`config.mk`:
```
export PLATFORM = sky130hd
export DESIGN_NAME = smx_core
export DESIGN_NICKNAME = d
export VERILOG_FILES = /design/src/inc/smx_pkg.sv /design/src/hdl/smx_core.sv /design/src/hdl/smx_crc8.sv /design/src/hdl/smx_tmo_cnt.sv
export SDC_FILE = /design/constraint.sdc
export NUM_CORES = 1
export LEC_CHECK = 0
export BUFFER_PORTS_ARGS = -buffer_cell sky130_fd_sc_hd__buf_2
export CAP_MARGIN = 10
export CORE_ASPECT_RATIO = 1.5
export CORE_MARGIN = 2
export CORE_UTILIZATION = 60
export DETAILED_ROUTE_END_ITERATION = 6
export GPL_TIMING_DRIVEN = 0
export PLACE_DENSITY = 0.8
export SYNTH_ARGS = -nofsm -noshare
export SYNTH_HDL_FRONTEND = slang
export SYNTH_SLANG_ARGS = --single-unit
```
`constraint.sdc`:
```
create_clock -name clk_i -period 6.3 [get_ports clk_i]
set_clock_uncertainty 0.2 [all_clocks]
set_input_delay 0.315 -clock clk_i [delete_from_list [all_inputs] [get_ports clk_i]]
set_output_delay 0.315 -clock clk_i [all_outputs]
set_load 0.03 [all_outputs]
```
`src/inc/smx_pkg.sv`:
```
// Shared constants and types for the SMBus extension block
package smx_pkg;
    // Register offsets
    localparam logic [7:0] OFS_CTRL = 8'h00;
    localparam logic [7:0] OFS_TMO = 8'h04;
    localparam logic [7:0] OFS_STAT = 8'h08;
    localparam logic [7:0] OFS_PEC = 8'h0C;
    localparam logic [7:0] OFS_CNT = 8'h10;
    localparam logic [7:0] OFS_ACK = 8'h14;
    // Control register fields
    localparam int C_PBAC = 0;
    localparam int C_HAEN = 1;
    localparam int C_DAEN = 2;
    localparam int C_ALEN = 3;
    localparam int C_PCEN = 4;
    localparam int C_PSND = 5;
    localparam int C_RLD = 6;
    localparam int C_ASTP = 7;
    localparam int C_EIE = 8;
    localparam int C_PEN = 9;
    localparam int CTRL_W = 10;
    // Status register fields, write one to clear
    localparam int S_TMO = 0;
    localparam int S_ALR = 1;
    localparam int S_PEC = 2;
    // Reset values
    localparam logic [CTRL_W-1:0] CTRL_RST = 10'h000;
    localparam logic [11:0] RELOAD_RST = 12'h000;
    localparam logic [7:0] CNT_RST = 8'h00;
    // Fixed SMBus addresses, seven bits
    localparam logic [6:0] ADDR_DEF_DEV = 7'h61;
    localparam logic [6:0] ADDR_HOST = 7'h08;
    localparam logic [6:0] ADDR_ALERT = 7'h0C;
    // CRC-8, x^8+x^2+x+1, start value zero
    localparam logic [7:0] CRC_POLY = 8'h07;
    localparam logic [7:0] CRC_INIT = 8'h00;
    // Timeout units in kernel clock cycles, as last prescaler count
    localparam logic [10:0] LOW_UNIT_LAST = 11'h7FF;
    localparam logic [10:0] IDLE_UNIT_LAST = 11'h003;
    // Byte event from the serial engine
    typedef struct packed {
        logic valid;
        logic addr;
        logic rx;
        logic [7:0] data;
    } smx_byte_ev_t;
    // Decisions handed back to the serial engine
    typedef struct packed {
        logic special_hit;
        logic ack_pending;
        logic ack_value;
        logic pec_slot;
    } smx_eng_out_t;
    // Timeout configuration
    typedef struct packed {
        logic stretch_en;
        logic [11:0] stretch_reload;
        logic primary_en;
        logic idle_sel;
        logic [11:0] primary_reload;
    } smx_tmo_cfg_t;
endpackage

```
`src/hdl/smx_core.sv`:
```
// SMBus extension: timeouts, packet check, alert, special addresses
//
// Our own choices: the register offsets and the strobed register port.
`timescale 1ns/1ps
// Function
// - Per-byte ACK control lets software ack or nack each received data byte except the check byte.
// - Host address accepted when enabled, for host notify as slave.
// - Default device, host and alert response addresses each need their enable.
// - SCL low beyond (reload+1)*2048 cycles sets timeout flag.
// - Primary reload and idle select locked while primary timer enabled.
// - Own cumulative stretching beyond (reload+1)*2048 cycles sets timeout flag.
// - Stretch reload locked while stretch timer enabled.
// - SCL and SDA high beyond (reload+1)*4 cycles sets timeout flag.
// - Check byte is CRC-8 x^8+x^2+x+1 from zero, address included.
// - One check byte appended at transfer end when checking is used.
// - Check byte follows byte count minus one data bytes.
// - Check-send ignored while count-reload mode is active.
// - Slave role alert enable pulls alert pin low, accepts alert address.
// - Host role: alert falling edge sets alert flag, error interrupt.
// - Alert disabled means alert line reads high whatever the pin.
// - Check byte mismatch sets mismatch flag and error interrupt.
module smx_core import smx_pkg::*; (
    input wire logic clk_i,
    input wire logic reset_i,
    input wire logic ce_i,
    input wire logic [7:0] reg_addr_i,
    input wire logic [31:0] reg_wdata_i,
    input wire logic reg_wr_i,
    input wire logic reg_rd_i,
    output logic [31:0] reg_rdata_o,
    input wire logic scl_i,
    input wire logic sda_i,
    input wire logic alert_pin_i,
    output logic alert_pin_o,
    output logic alert_pin_oe_o,
    input wire smx_byte_ev_t byte_ev_i,
    input wire logic own_stretch_i,
    input wire logic frame_end_i,
    output smx_eng_out_t eng_o,
    output logic [7:0] pec_byte_o,
    output logic err_irq_o
);
    logic [CTRL_W-1:0] ctrl_q;
    smx_tmo_cfg_t tmo_q;
    logic [2:0] stat_q;
    logic [7:0] cnt_q;
    logic [7:0] left_q;
    logic [2:0] sync1_q;
    logic [2:0] sync2_q;
    logic alert_prev_q;
    logic [2:0] pin_raw;
    logic scl_s;
    logic sda_s;
    logic alert_lvl;
    logic alert_fall;
    logic host_role;
    logic pec_mode;
    logic wr_ctrl;
    logic wr_tmo;
    logic wr_stat;
    logic wr_cnt;
    logic wr_ack;
    logic ev_addr;
    logic ev_data;
    logic pec_hit;
    logic pec_bad;
    logic prim_hit;
    logic ext_hit;
    logic prim_cond;
    logic [6:0] ev_adr7;
    logic [2:0] stat_set;
    logic [31:0] rd_d;

    // Bus write decode
    assign wr_ctrl = reg_wr_i && reg_addr_i == OFS_CTRL;
    assign wr_tmo = reg_wr_i && reg_addr_i == OFS_TMO;
    assign wr_stat = reg_wr_i && reg_addr_i == OFS_STAT;
    assign wr_cnt = reg_wr_i && reg_addr_i == OFS_CNT;
    assign wr_ack = reg_wr_i && reg_addr_i == OFS_ACK;

    // Pin synchronisers: first stage feeds only the second
    assign pin_raw = {alert_pin_i, sda_i, scl_i};
    generate
        for (genvar g = 0; g < 3; g++) begin : g_sync
            always_ff @(posedge clk_i) begin
                if (reset_i) begin
                    sync1_q[g] <= 1'b1;
                    sync2_q[g] <= 1'b1;
                end else if (ce_i) begin
                    sync1_q[g] <= pin_raw[g];
                    sync2_q[g] <= sync1_q[g];
                end
            end
        end
    endgenerate
    assign scl_s = sync2_q[0];
    assign sda_s = sync2_q[1];

    // Control register
    always_ff @(posedge clk_i) begin
        if (reset_i) begin
            ctrl_q <= CTRL_RST;
        end else if (ce_i && wr_ctrl) begin
            ctrl_q <= reg_wdata_i[CTRL_W-1:0];
            if (ctrl_q[C_PEN]) ctrl_q[C_PCEN] <= ctrl_q[C_PCEN];
        end
    end
    assign host_role = ctrl_q[C_HAEN];
    assign pec_mode = ctrl_q[C_PCEN] && ctrl_q[C_PSND] && !ctrl_q[C_RLD];

    // Timeout configuration register
    always_ff @(posedge clk_i) begin
        if (reset_i) begin
            tmo_q <= '{1'b0, RELOAD_RST, 1'b0, 1'b0, RELOAD_RST};
        end else if (ce_i && wr_tmo) begin
            tmo_q.primary_en <= reg_wdata_i[15];
            tmo_q.stretch_en <= reg_wdata_i[31];
            if (!tmo_q.primary_en) begin
                tmo_q.primary_reload <= reg_wdata_i[11:0];
                tmo_q.idle_sel <= reg_wdata_i[12];
            end
            if (!tmo_q.stretch_en) begin
                tmo_q.stretch_reload <= reg_wdata_i[27:16];
            end
        end
    end

    // Byte count register
    always_ff @(posedge clk_i) begin
        if (reset_i) cnt_q <= CNT_RST;
        else if (ce_i && wr_cnt) cnt_q <= reg_wdata_i[7:0];
    end

    // Primary timer, SCL low or idle
    assign prim_cond = tmo_q.idle_sel ? (scl_s && sda_s) : !scl_s;
    smx_tmo_cnt u_prim (
        .clk_i(clk_i),
        .reset_i(reset_i),
        .ce_i(ce_i),
        .en_i(tmo_q.primary_en),
        .cond_i(prim_cond),
        .clr_i(!prim_cond),
        .short_unit_i(tmo_q.idle_sel),
        .reload_i(tmo_q.primary_reload),
        .hit_o(prim_hit)
    );
    smx_tmo_cnt u_ext (
        .clk_i(clk_i),
        .reset_i(reset_i),
        .ce_i(ce_i),
        .en_i(tmo_q.stretch_en),
        .cond_i(own_stretch_i),
        .clr_i(frame_end_i),
        .short_unit_i(1'b0),
        .reload_i(tmo_q.stretch_reload),
        .hit_o(ext_hit)
    );

    // Byte events
    assign ev_addr = byte_ev_i.valid && byte_ev_i.addr;
    assign ev_data = byte_ev_i.valid && !byte_ev_i.addr;
    assign ev_adr7 = byte_ev_i.data[7:1];
    assign pec_hit = ev_data && eng_o.pec_slot && byte_ev_i.rx;
    assign pec_bad = pec_hit && byte_ev_i.data != pec_byte_o;

    // CRC restarts at the address byte
    smx_crc8 u_crc (
        .clk_i(clk_i),
        .reset_i(reset_i),
        .ce_i(ce_i),
        .clr_i(ev_addr),
        .upd_i(byte_ev_i.valid),
        .data_i(byte_ev_i.data),
        .crc_o(pec_byte_o)
    );

    // Count down to the check byte
    always_ff @(posedge clk_i) begin
        if (reset_i) begin
            left_q <= CNT_RST;
            eng_o.pec_slot <= 1'b0;
        end else if (ce_i) begin
            if (!pec_mode) begin
                eng_o.pec_slot <= 1'b0;
            end else if (ev_addr) begin
                left_q <= cnt_q;
                eng_o.pec_slot <= cnt_q == 8'h01;
            end else if (ev_data && eng_o.pec_slot) begin
                eng_o.pec_slot <= 1'b0;
                left_q <= 8'h00;
            end else if (ev_data && left_q != 8'h00) begin
                left_q <= left_q - 8'h01;
                eng_o.pec_slot <= left_q == 8'h02;
            end
        end
    end

    always_ff @(posedge clk_i) begin
        if (reset_i) begin
            eng_o.special_hit <= 1'b0;
        end else if (ce_i && ev_addr) begin
            eng_o.special_hit <=
                (ctrl_q[C_DAEN] && ev_adr7 == ADDR_DEF_DEV) ||
                (host_role && ev_adr7 == ADDR_HOST) ||
                (!host_role && ctrl_q[C_ALEN] && ev_adr7 == ADDR_ALERT);
        end
    end

    always_ff @(posedge clk_i) begin
        if (reset_i) begin
            eng_o.ack_pending <= 1'b0;
            eng_o.ack_value <= 1'b1;
        end else if (ce_i) begin
            if (pec_hit) begin
                eng_o.ack_pending <= 1'b0;
                eng_o.ack_value <= !pec_bad;
            end else if (ev_data && byte_ev_i.rx && ctrl_q[C_PBAC]) begin
                eng_o.ack_pending <= 1'b1;
            end else if (ev_data && byte_ev_i.rx) begin
                eng_o.ack_value <= 1'b1;
            end else if (wr_ack) begin
                eng_o.ack_pending <= 1'b0;
                eng_o.ack_value <= reg_wdata_i[0];
            end
        end
    end

    // Alert line forced high when disabled
    assign alert_lvl = ctrl_q[C_ALEN] ? sync2_q[2] : 1'b1;
    assign alert_fall = alert_prev_q && !alert_lvl;
    always_ff @(posedge clk_i) begin
        if (reset_i) alert_prev_q <= 1'b1;
        else if (ce_i) alert_prev_q <= alert_lvl;
    end

    // Slave pulls the alert pin low
    always_ff @(posedge clk_i) begin
        if (reset_i) begin
            alert_pin_o <= 1'b0;
            alert_pin_oe_o <= 1'b0;
        end else if (ce_i) begin
            alert_pin_o <= 1'b0;
            alert_pin_oe_o <= !host_role && ctrl_q[C_ALEN];
        end
    end

    // Status flags: set wins over write-one clear
    assign stat_set[S_TMO] = prim_hit || ext_hit;
    assign stat_set[S_ALR] = host_role && alert_fall;
    assign stat_set[S_PEC] = pec_bad;
    always_ff @(posedge clk_i) begin
        if (reset_i) begin
            stat_q <= 3'h0;
        end else if (ce_i) begin
            stat_q <= (stat_q & ~(wr_stat ? reg_wdata_i[2:0] : 3'h0)) | stat_set;
        end
    end

    always_ff @(posedge clk_i) begin
        if (reset_i) err_irq_o <= 1'b0;
        else if (ce_i) err_irq_o <= ctrl_q[C_EIE] && (|stat_q);
    end

    // Read mux, unmapped addresses read zero
    always_comb begin
        case (reg_addr_i)
            OFS_CTRL: rd_d = {22'h000000, ctrl_q};
            OFS_TMO: rd_d = {tmo_q.stretch_en, 3'h0, tmo_q.stretch_reload,
                             tmo_q.primary_en, 2'h0, tmo_q.idle_sel, tmo_q.primary_reload};
            OFS_STAT: rd_d = {29'h00000000, stat_q};
            OFS_PEC: rd_d = {24'h000000, pec_byte_o};
            OFS_CNT: rd_d = {16'h0000, left_q, cnt_q};
            OFS_ACK: rd_d = {30'h00000000, eng_o.ack_pending, eng_o.ack_value};
            default: rd_d = 32'h00000000;
        endcase
    end
    always_ff @(posedge clk_i) begin
        if (reset_i) reg_rdata_o <= 32'h00000000;
        else if (ce_i) reg_rdata_o <= reg_rd_i ? rd_d : 32'h00000000;
    end

    // Checks
    property p_def_addr;
        @(posedge clk_i) disable iff (reset_i)
        ce_i && ev_addr && ev_adr7 == ADDR_DEF_DEV |=> eng_o.special_hit == $past(ctrl_q[C_DAEN]);
    endproperty
    a_def_addr: assert property (p_def_addr) else $error("default address match wrong");

    property p_host_addr;
        @(posedge clk_i) disable iff (reset_i)
        ce_i && ev_addr && ev_adr7 == ADDR_HOST |=> eng_o.special_hit == $past(host_role);
    endproperty
    a_host_addr: assert property (p_host_addr) else $error("host address match wrong");

    property p_prim_lock;
        @(posedge clk_i) disable iff (reset_i)
        ce_i && tmo_q.primary_en |=> $stable(tmo_q.primary_reload) && $stable(tmo_q.idle_sel);
    endproperty
    a_prim_lock: assert property (p_prim_lock) else $error("primary reload changed");

    property p_ext_lock;
        @(posedge clk_i) disable iff (reset_i)
        ce_i && tmo_q.stretch_en |=> $stable(tmo_q.stretch_reload);
    endproperty
    a_ext_lock: assert property (p_ext_lock) else $error("stretch reload changed");

    property p_tmo_flag;
        @(posedge clk_i) disable iff (reset_i)
        ce_i && (prim_hit || ext_hit) |=> stat_q[S_TMO];
    endproperty
    a_tmo_flag: assert property (p_tmo_flag) else $error("timeout flag not set");

    property p_reload_mask;
        @(posedge clk_i) disable iff (reset_i)
        ce_i && ctrl_q[C_RLD] ##1 ce_i |=> !eng_o.pec_slot;
    endproperty
    a_reload_mask: assert property (p_reload_mask) else $error("check slot in reload");

    property p_alert_off;
        @(posedge clk_i) disable iff (reset_i)
        ce_i && !ctrl_q[C_ALEN] && !stat_q[S_ALR] |=> !stat_q[S_ALR];
    endproperty
    a_alert_off: assert property (p_alert_off) else $error("alert set while disabled");

    property p_alert_edge;
        @(posedge clk_i) disable iff (reset_i)
        ce_i && host_role && ctrl_q[C_ALEN] && alert_prev_q && !sync2_q[2] |=> stat_q[S_ALR];
    endproperty
    a_alert_edge: assert property (p_alert_edge) else $error("alert edge missed");

    property p_pec_err;
        @(posedge clk_i) disable iff (reset_i)
        ce_i && pec_bad |=> stat_q[S_PEC] && !eng_o.ack_value;
    endproperty
    a_pec_err: assert property (p_pec_err) else $error("mismatch not flagged");

    property p_ack_hold;
        @(posedge clk_i) disable iff (reset_i)
        ce_i && eng_o.ack_pending && !wr_ack && !pec_hit |=> eng_o.ack_pending;
    endproperty
    a_ack_hold: assert property (p_ack_hold) else $error("ack decision lost");

    property p_alert_pull;
        @(posedge clk_i) disable iff (reset_i)
        ce_i && !host_role && ctrl_q[C_ALEN] ##1 ce_i |-> alert_pin_oe_o && !alert_pin_o;
    endproperty
    a_alert_pull: assert property (p_alert_pull) else $error("alert pin not pulled");
endmodule

```
`src/hdl/smx_crc8.sv`:
```
// Byte-wide CRC-8 accumulator for the packet check byte
`timescale 1ns/1ps
module smx_crc8 import smx_pkg::*; (
    input wire logic clk_i,
    input wire logic reset_i,
    input wire logic ce_i,
    input wire logic clr_i,
    input wire logic upd_i,
    input wire logic [7:0] data_i,
    output logic [7:0] crc_o
);
    logic [7:0] base;
    logic [7:0] nxt;
    // Shift one byte through the polynomial, MSB first
    always_comb begin
        base = clr_i ? CRC_INIT : crc_o;
        nxt = base ^ data_i;
        for (int i = 0; i < 8; i++) begin
            nxt = nxt[7] ? ((nxt << 1) ^ CRC_POLY) : (nxt << 1);
        end
    end
    always_ff @(posedge clk_i) begin
        if (reset_i) begin
            crc_o <= CRC_INIT;
        end else if (ce_i) begin
            if (upd_i) crc_o <= nxt;
            else if (clr_i) crc_o <= CRC_INIT;
        end
    end
    property p_crc_single;
        @(posedge clk_i) disable iff (reset_i)
        ce_i && clr_i && upd_i && data_i == 8'h01 |=> crc_o == 8'h07;
    endproperty
    a_crc_single: assert property (p_crc_single) else $error("crc of 01 wrong");
endmodule

```
`src/hdl/smx_tmo_cnt.sv`:
```
// Prescaled timeout counter with pause and restart
`timescale 1ns/1ps
module smx_tmo_cnt import smx_pkg::*; (
    input wire logic clk_i,
    input wire logic reset_i,
    input wire logic ce_i,
    input wire logic en_i,
    input wire logic cond_i,
    input wire logic clr_i,
    input wire logic short_unit_i,
    input wire logic [11:0] reload_i,
    output logic hit_o
);
    logic [10:0] pre_q;
    logic [11:0] unit_q;
    logic done_q;
    logic unit_end;
    logic last;
    assign unit_end = pre_q == (short_unit_i ? IDLE_UNIT_LAST : LOW_UNIT_LAST);
    assign last = cond_i && !done_q && unit_end && unit_q == reload_i;
    always_ff @(posedge clk_i) begin
        if (reset_i) begin
            pre_q <= 11'h000;
            unit_q <= 12'h000;
            done_q <= 1'b0;
        end else if (ce_i) begin
            if (!en_i || clr_i) begin
                pre_q <= 11'h000;
                unit_q <= 12'h000;
                done_q <= 1'b0;
            end else if (cond_i && !done_q) begin
                pre_q <= unit_end ? 11'h000 : pre_q + 11'h001;
                if (unit_end && unit_q == reload_i) done_q <= 1'b1;
                else if (unit_end) unit_q <= unit_q + 12'h001;
            end
        end
    end
    // One pulse per expired interval
    always_ff @(posedge clk_i) begin
        if (reset_i) hit_o <= 1'b0;
        else if (ce_i) hit_o <= en_i && !clr_i && last;
    end
    property p_tmo_restart;
        @(posedge clk_i) disable iff (reset_i)
        ce_i && en_i && clr_i |=> pre_q == 11'h000 && unit_q == 12'h000 && !hit_o;
    endproperty
    a_tmo_restart: assert property (p_tmo_restart) else $error("timer not restarted");
endmodule

```
==> impl_metrics.tcl <==
set metrics [dict create \
    outcome "finished clean" \
    synth_area_leaders "dfxtp_1 (41%), nand2_1 (7.0%), xor2_1 (6.2%)" \
    ant_nets 0 \
    initial_core_util 0.612 \
    yosysTopAreaCell "dfxtp_1" \
    finalCritPeriodShare 0.434 \
    synth_flop_cell "dfxtp_1" \
    post_cts_resized 0 \
    grt_usage 0.345 \
    fp.dieH_um 142 \
    syn-cell-area_mm2 0.00759 \
    grt_setup_unrepaired "false" \
    worstPathRequired_ps 6450 \
    hold_viol 0 \
    die-area_mm2 0.0136 \
    hold_path.startpoint "reg_wdata_i[1]" \
    max_freq_mhz 366 \
    synthArstFlopShare 0 \
    insertion_delay_ps 430 \
    yosysWarnings 0 \
    path_buf_inv 1 \
    cts_buffers 17 \
    ys_seq_area_frac 0.412 \
    fin_crit_ps 2730 \
    clk_pin_slew_worst_paths_ps 60 \
    dp_hpwl_mm 16.3 \
    maxCapViolCount 0 \
    core_mm2 0.0124 \
    cts_root_buffer "clkbuf_16" \
    vias 7387 \
    grt_first_pass_wirelength_mm 35.8 \
    hold_path_class "input pin to flip-flop" \
    routed_wl_mm 22.7 \
    reg2reg_to "u_prim.unit_q[9]" \
    min_path_cells 3 \
    routed_via_density 6.01 \
    syn_inst 914 \
    io_buffers 95 \
    synth.ff_latch_count 156 \
    yosysMostFrequentCell "dfxtp_1" \
    setup_violations 0 \
    synthTopCellsByCount "dfxtp_1 (156), nand2_1 (142), nor2_1 (113), a21oi_1 (70), xor2_1 (54)" \
    boundaryPins 108 \
    reg2reg_depth 7 \
    post-place-ws_ps 3370 \
    synth_edf_count 0 \
    antenna_found_initial 0 \
    post_route_cells_drive_above_1_share 0.144 \
    rows 50 \
    dr.first_iter.drc_count 521 \
    setup.worst_path.start_class "flip-flop" \
    synth_top_area_share 0.412 \
    r2r_start "tmo_q[12]" \
    fin_ws_ps 3570 \
    overflow 0 \
    worst_hold_slack_ps 12.6 \
    finalMaxSlewViolations 0 \
    cp_max_fo 10 \
    crit_path_top_delay_cell "or4b_2" \
    diodes 0 \
    path_cells "buf_4 -> or4b_2 -> o32ai_1 -> a21o_2 -> nand3_1 -> or4_1 -> a21oi_1" \
    gp_congestion 0.943 \
    power.density_mw_per_mm2 246 \
    ys_types 67 \
    crit_path_max_incr_delay_ps 610 \
    drc_errors 0 \
    avgSynthCellArea_um2 8.30 \
    final.setup.tns_ps 0 \
    cts_tree "built" \
    wl_per_cell_um 18.5 \
    clockBufferDepth 2 \
    layout-area-overhead-vs-synth_pct 20.6 \
    grt_max_degree 17 \
    cts.htree.levels 4 \
    min_to "cnt_q[1]" \
    clock-sinks 156 \
    dr.pass1.iters 7 \
    rrSetupSlack_ps 3570 \
    leakage_nw 3.67 \
    endpoint_kind "flip-flop" \
    critPathKind "flip-flop to flip-flop" \
    first_global_vias 7256 \
    slew_headroom 0.495 \
    irDropWorstVdd_uv 166 \
    nets 1128 \
    cp_top_family "simple AND/OR/NAND/NOR gates" \
    crit_arrival_ps 2880 \
    die_w_um 95.8 \
    worst_pin_slew_ps 757 \
]
through the flow:
step	instances	instance area, um^2	power (W)	utilization
6_report	1229	9150	0.00225	0.739
3_3_place_gp	1168	8270	0.00121	0.667
5_1_grt	1229	9150	0.00231	0.739
4_1_cts	1229	9150	0.00224	0.739
2_1_floorplan	917	7600	0.00115	-
3_5_place_dp	1168	8270	0.00122	0.667
flip-flops by register name, indices dropped and copies added, names as in the netlist, 8 cells and up:
register and flops:
cnt_q 8, ctrl_q 10, left_q 8, reg_rdata_o 29, tmo_q 27, u_crc.crc_o 8
u_ext.pre_q 11, u_ext.unit_q 12, u_prim.pre_q 11, u_prim.unit_q 12
worst register-to-register path, stage by stage, from the launching register on:
cell and delay, ps:
dfxtp_1 310, buf_4 190, or4b_2 610, o32ai_1 230, a21o_2 280, nand3_1 240
or4_1 460, a21oi_1 150
worst max-delay path by stage:
stage,from,end,slack [ps],cells after the start
floorplan,reg_addr_i[1],tmo_q[10],3780,8
global placement,ce_i,left_q[1],3340,7
detailed placement,ce_i,left_q[1],3370,7
CTS,tmo_q[12],u_prim.unit_q[9],3580,7
global route,tmo_q[12],u_prim.unit_q[9],3450,7
finish,tmo_q[12],u_prim.unit_q[9],3570,7
placed cells by master (no fill, tap or decap), types with 5 or more instances in the layout:
cell,instances
a21oi_1,70
dfxtp_1,156
o21a_1,5
nand4_1,19
dlygate4sd3_1,29
mux2i_1,27
and3_1,5
nand3_1,27
buf_2,98
a22oi_1,26
o21ai_0,27
nor2b_1,11
inv_1,15
a31oi_1,5
or4_1,6
a221oi_1,10
nor3_1,14
buf_4,7
nor2_1,113
clkbuf_16,17
clkbuf_1,37
xnor2_1,22
or3_1,13
xor2_1,54
nand3b_1,5
nor4_1,12
nand2_1,142
o211ai_1,5
ha_1,7
a211oi_1,6
layout make-up:
type / count / area (um^2)
multi-input combinational: 695 / 4170
sequential: 156 / 3120
timing repair buffer: 124 / 766
inverter: 16 / 60.1
fill: 964 / 3240
clock buffer: 20 / 457
clock inverter: 12 / 135
tap: 156 / 195
buffer: 50 / 240
layer usage:
metal	GRT usage	share of wire	wire (um)
met2	0.589	0.50	11300
met5	0	0	0
met3	0.0653	0.066	1510
met1	0.389	0.37	8480
met4	0.214	0.063	1430
logic make-up (layout without fill, tap and decap cells):
| kind of cell | count (synthesis) | in the layout | synth area share |
|---|---|---|---|
| compound gates | 179 | 179 | 0.149 |
| xor+xnor | 78 | 78 | 0.0938 |
| fa+ha+maj | 7 | 7 | 0.0115 |
| buf+inv | 66 | 222 | 0.0396 |
| flops | 156 | 156 | 0.412 |
| mux | 31 | 31 | 0.0460 |
| other cells | 1 | 4 | 0.000494 |
| simple gates | 396 | 396 | 0.248 |
repair_timing:
action	4_1_cts	5_1_grt
setup endpoints to repair	0	0
hold endpoints to repair	35	0
setup buffers	0	0
hold buffers	29	0
report_power, final:
part	switching, W	internal [W]
clock network	0.000433	0.000608
logic	0.000123	0.0000827
registers	0.0000132	0.000995
Power figures use the tool's default switching activity.
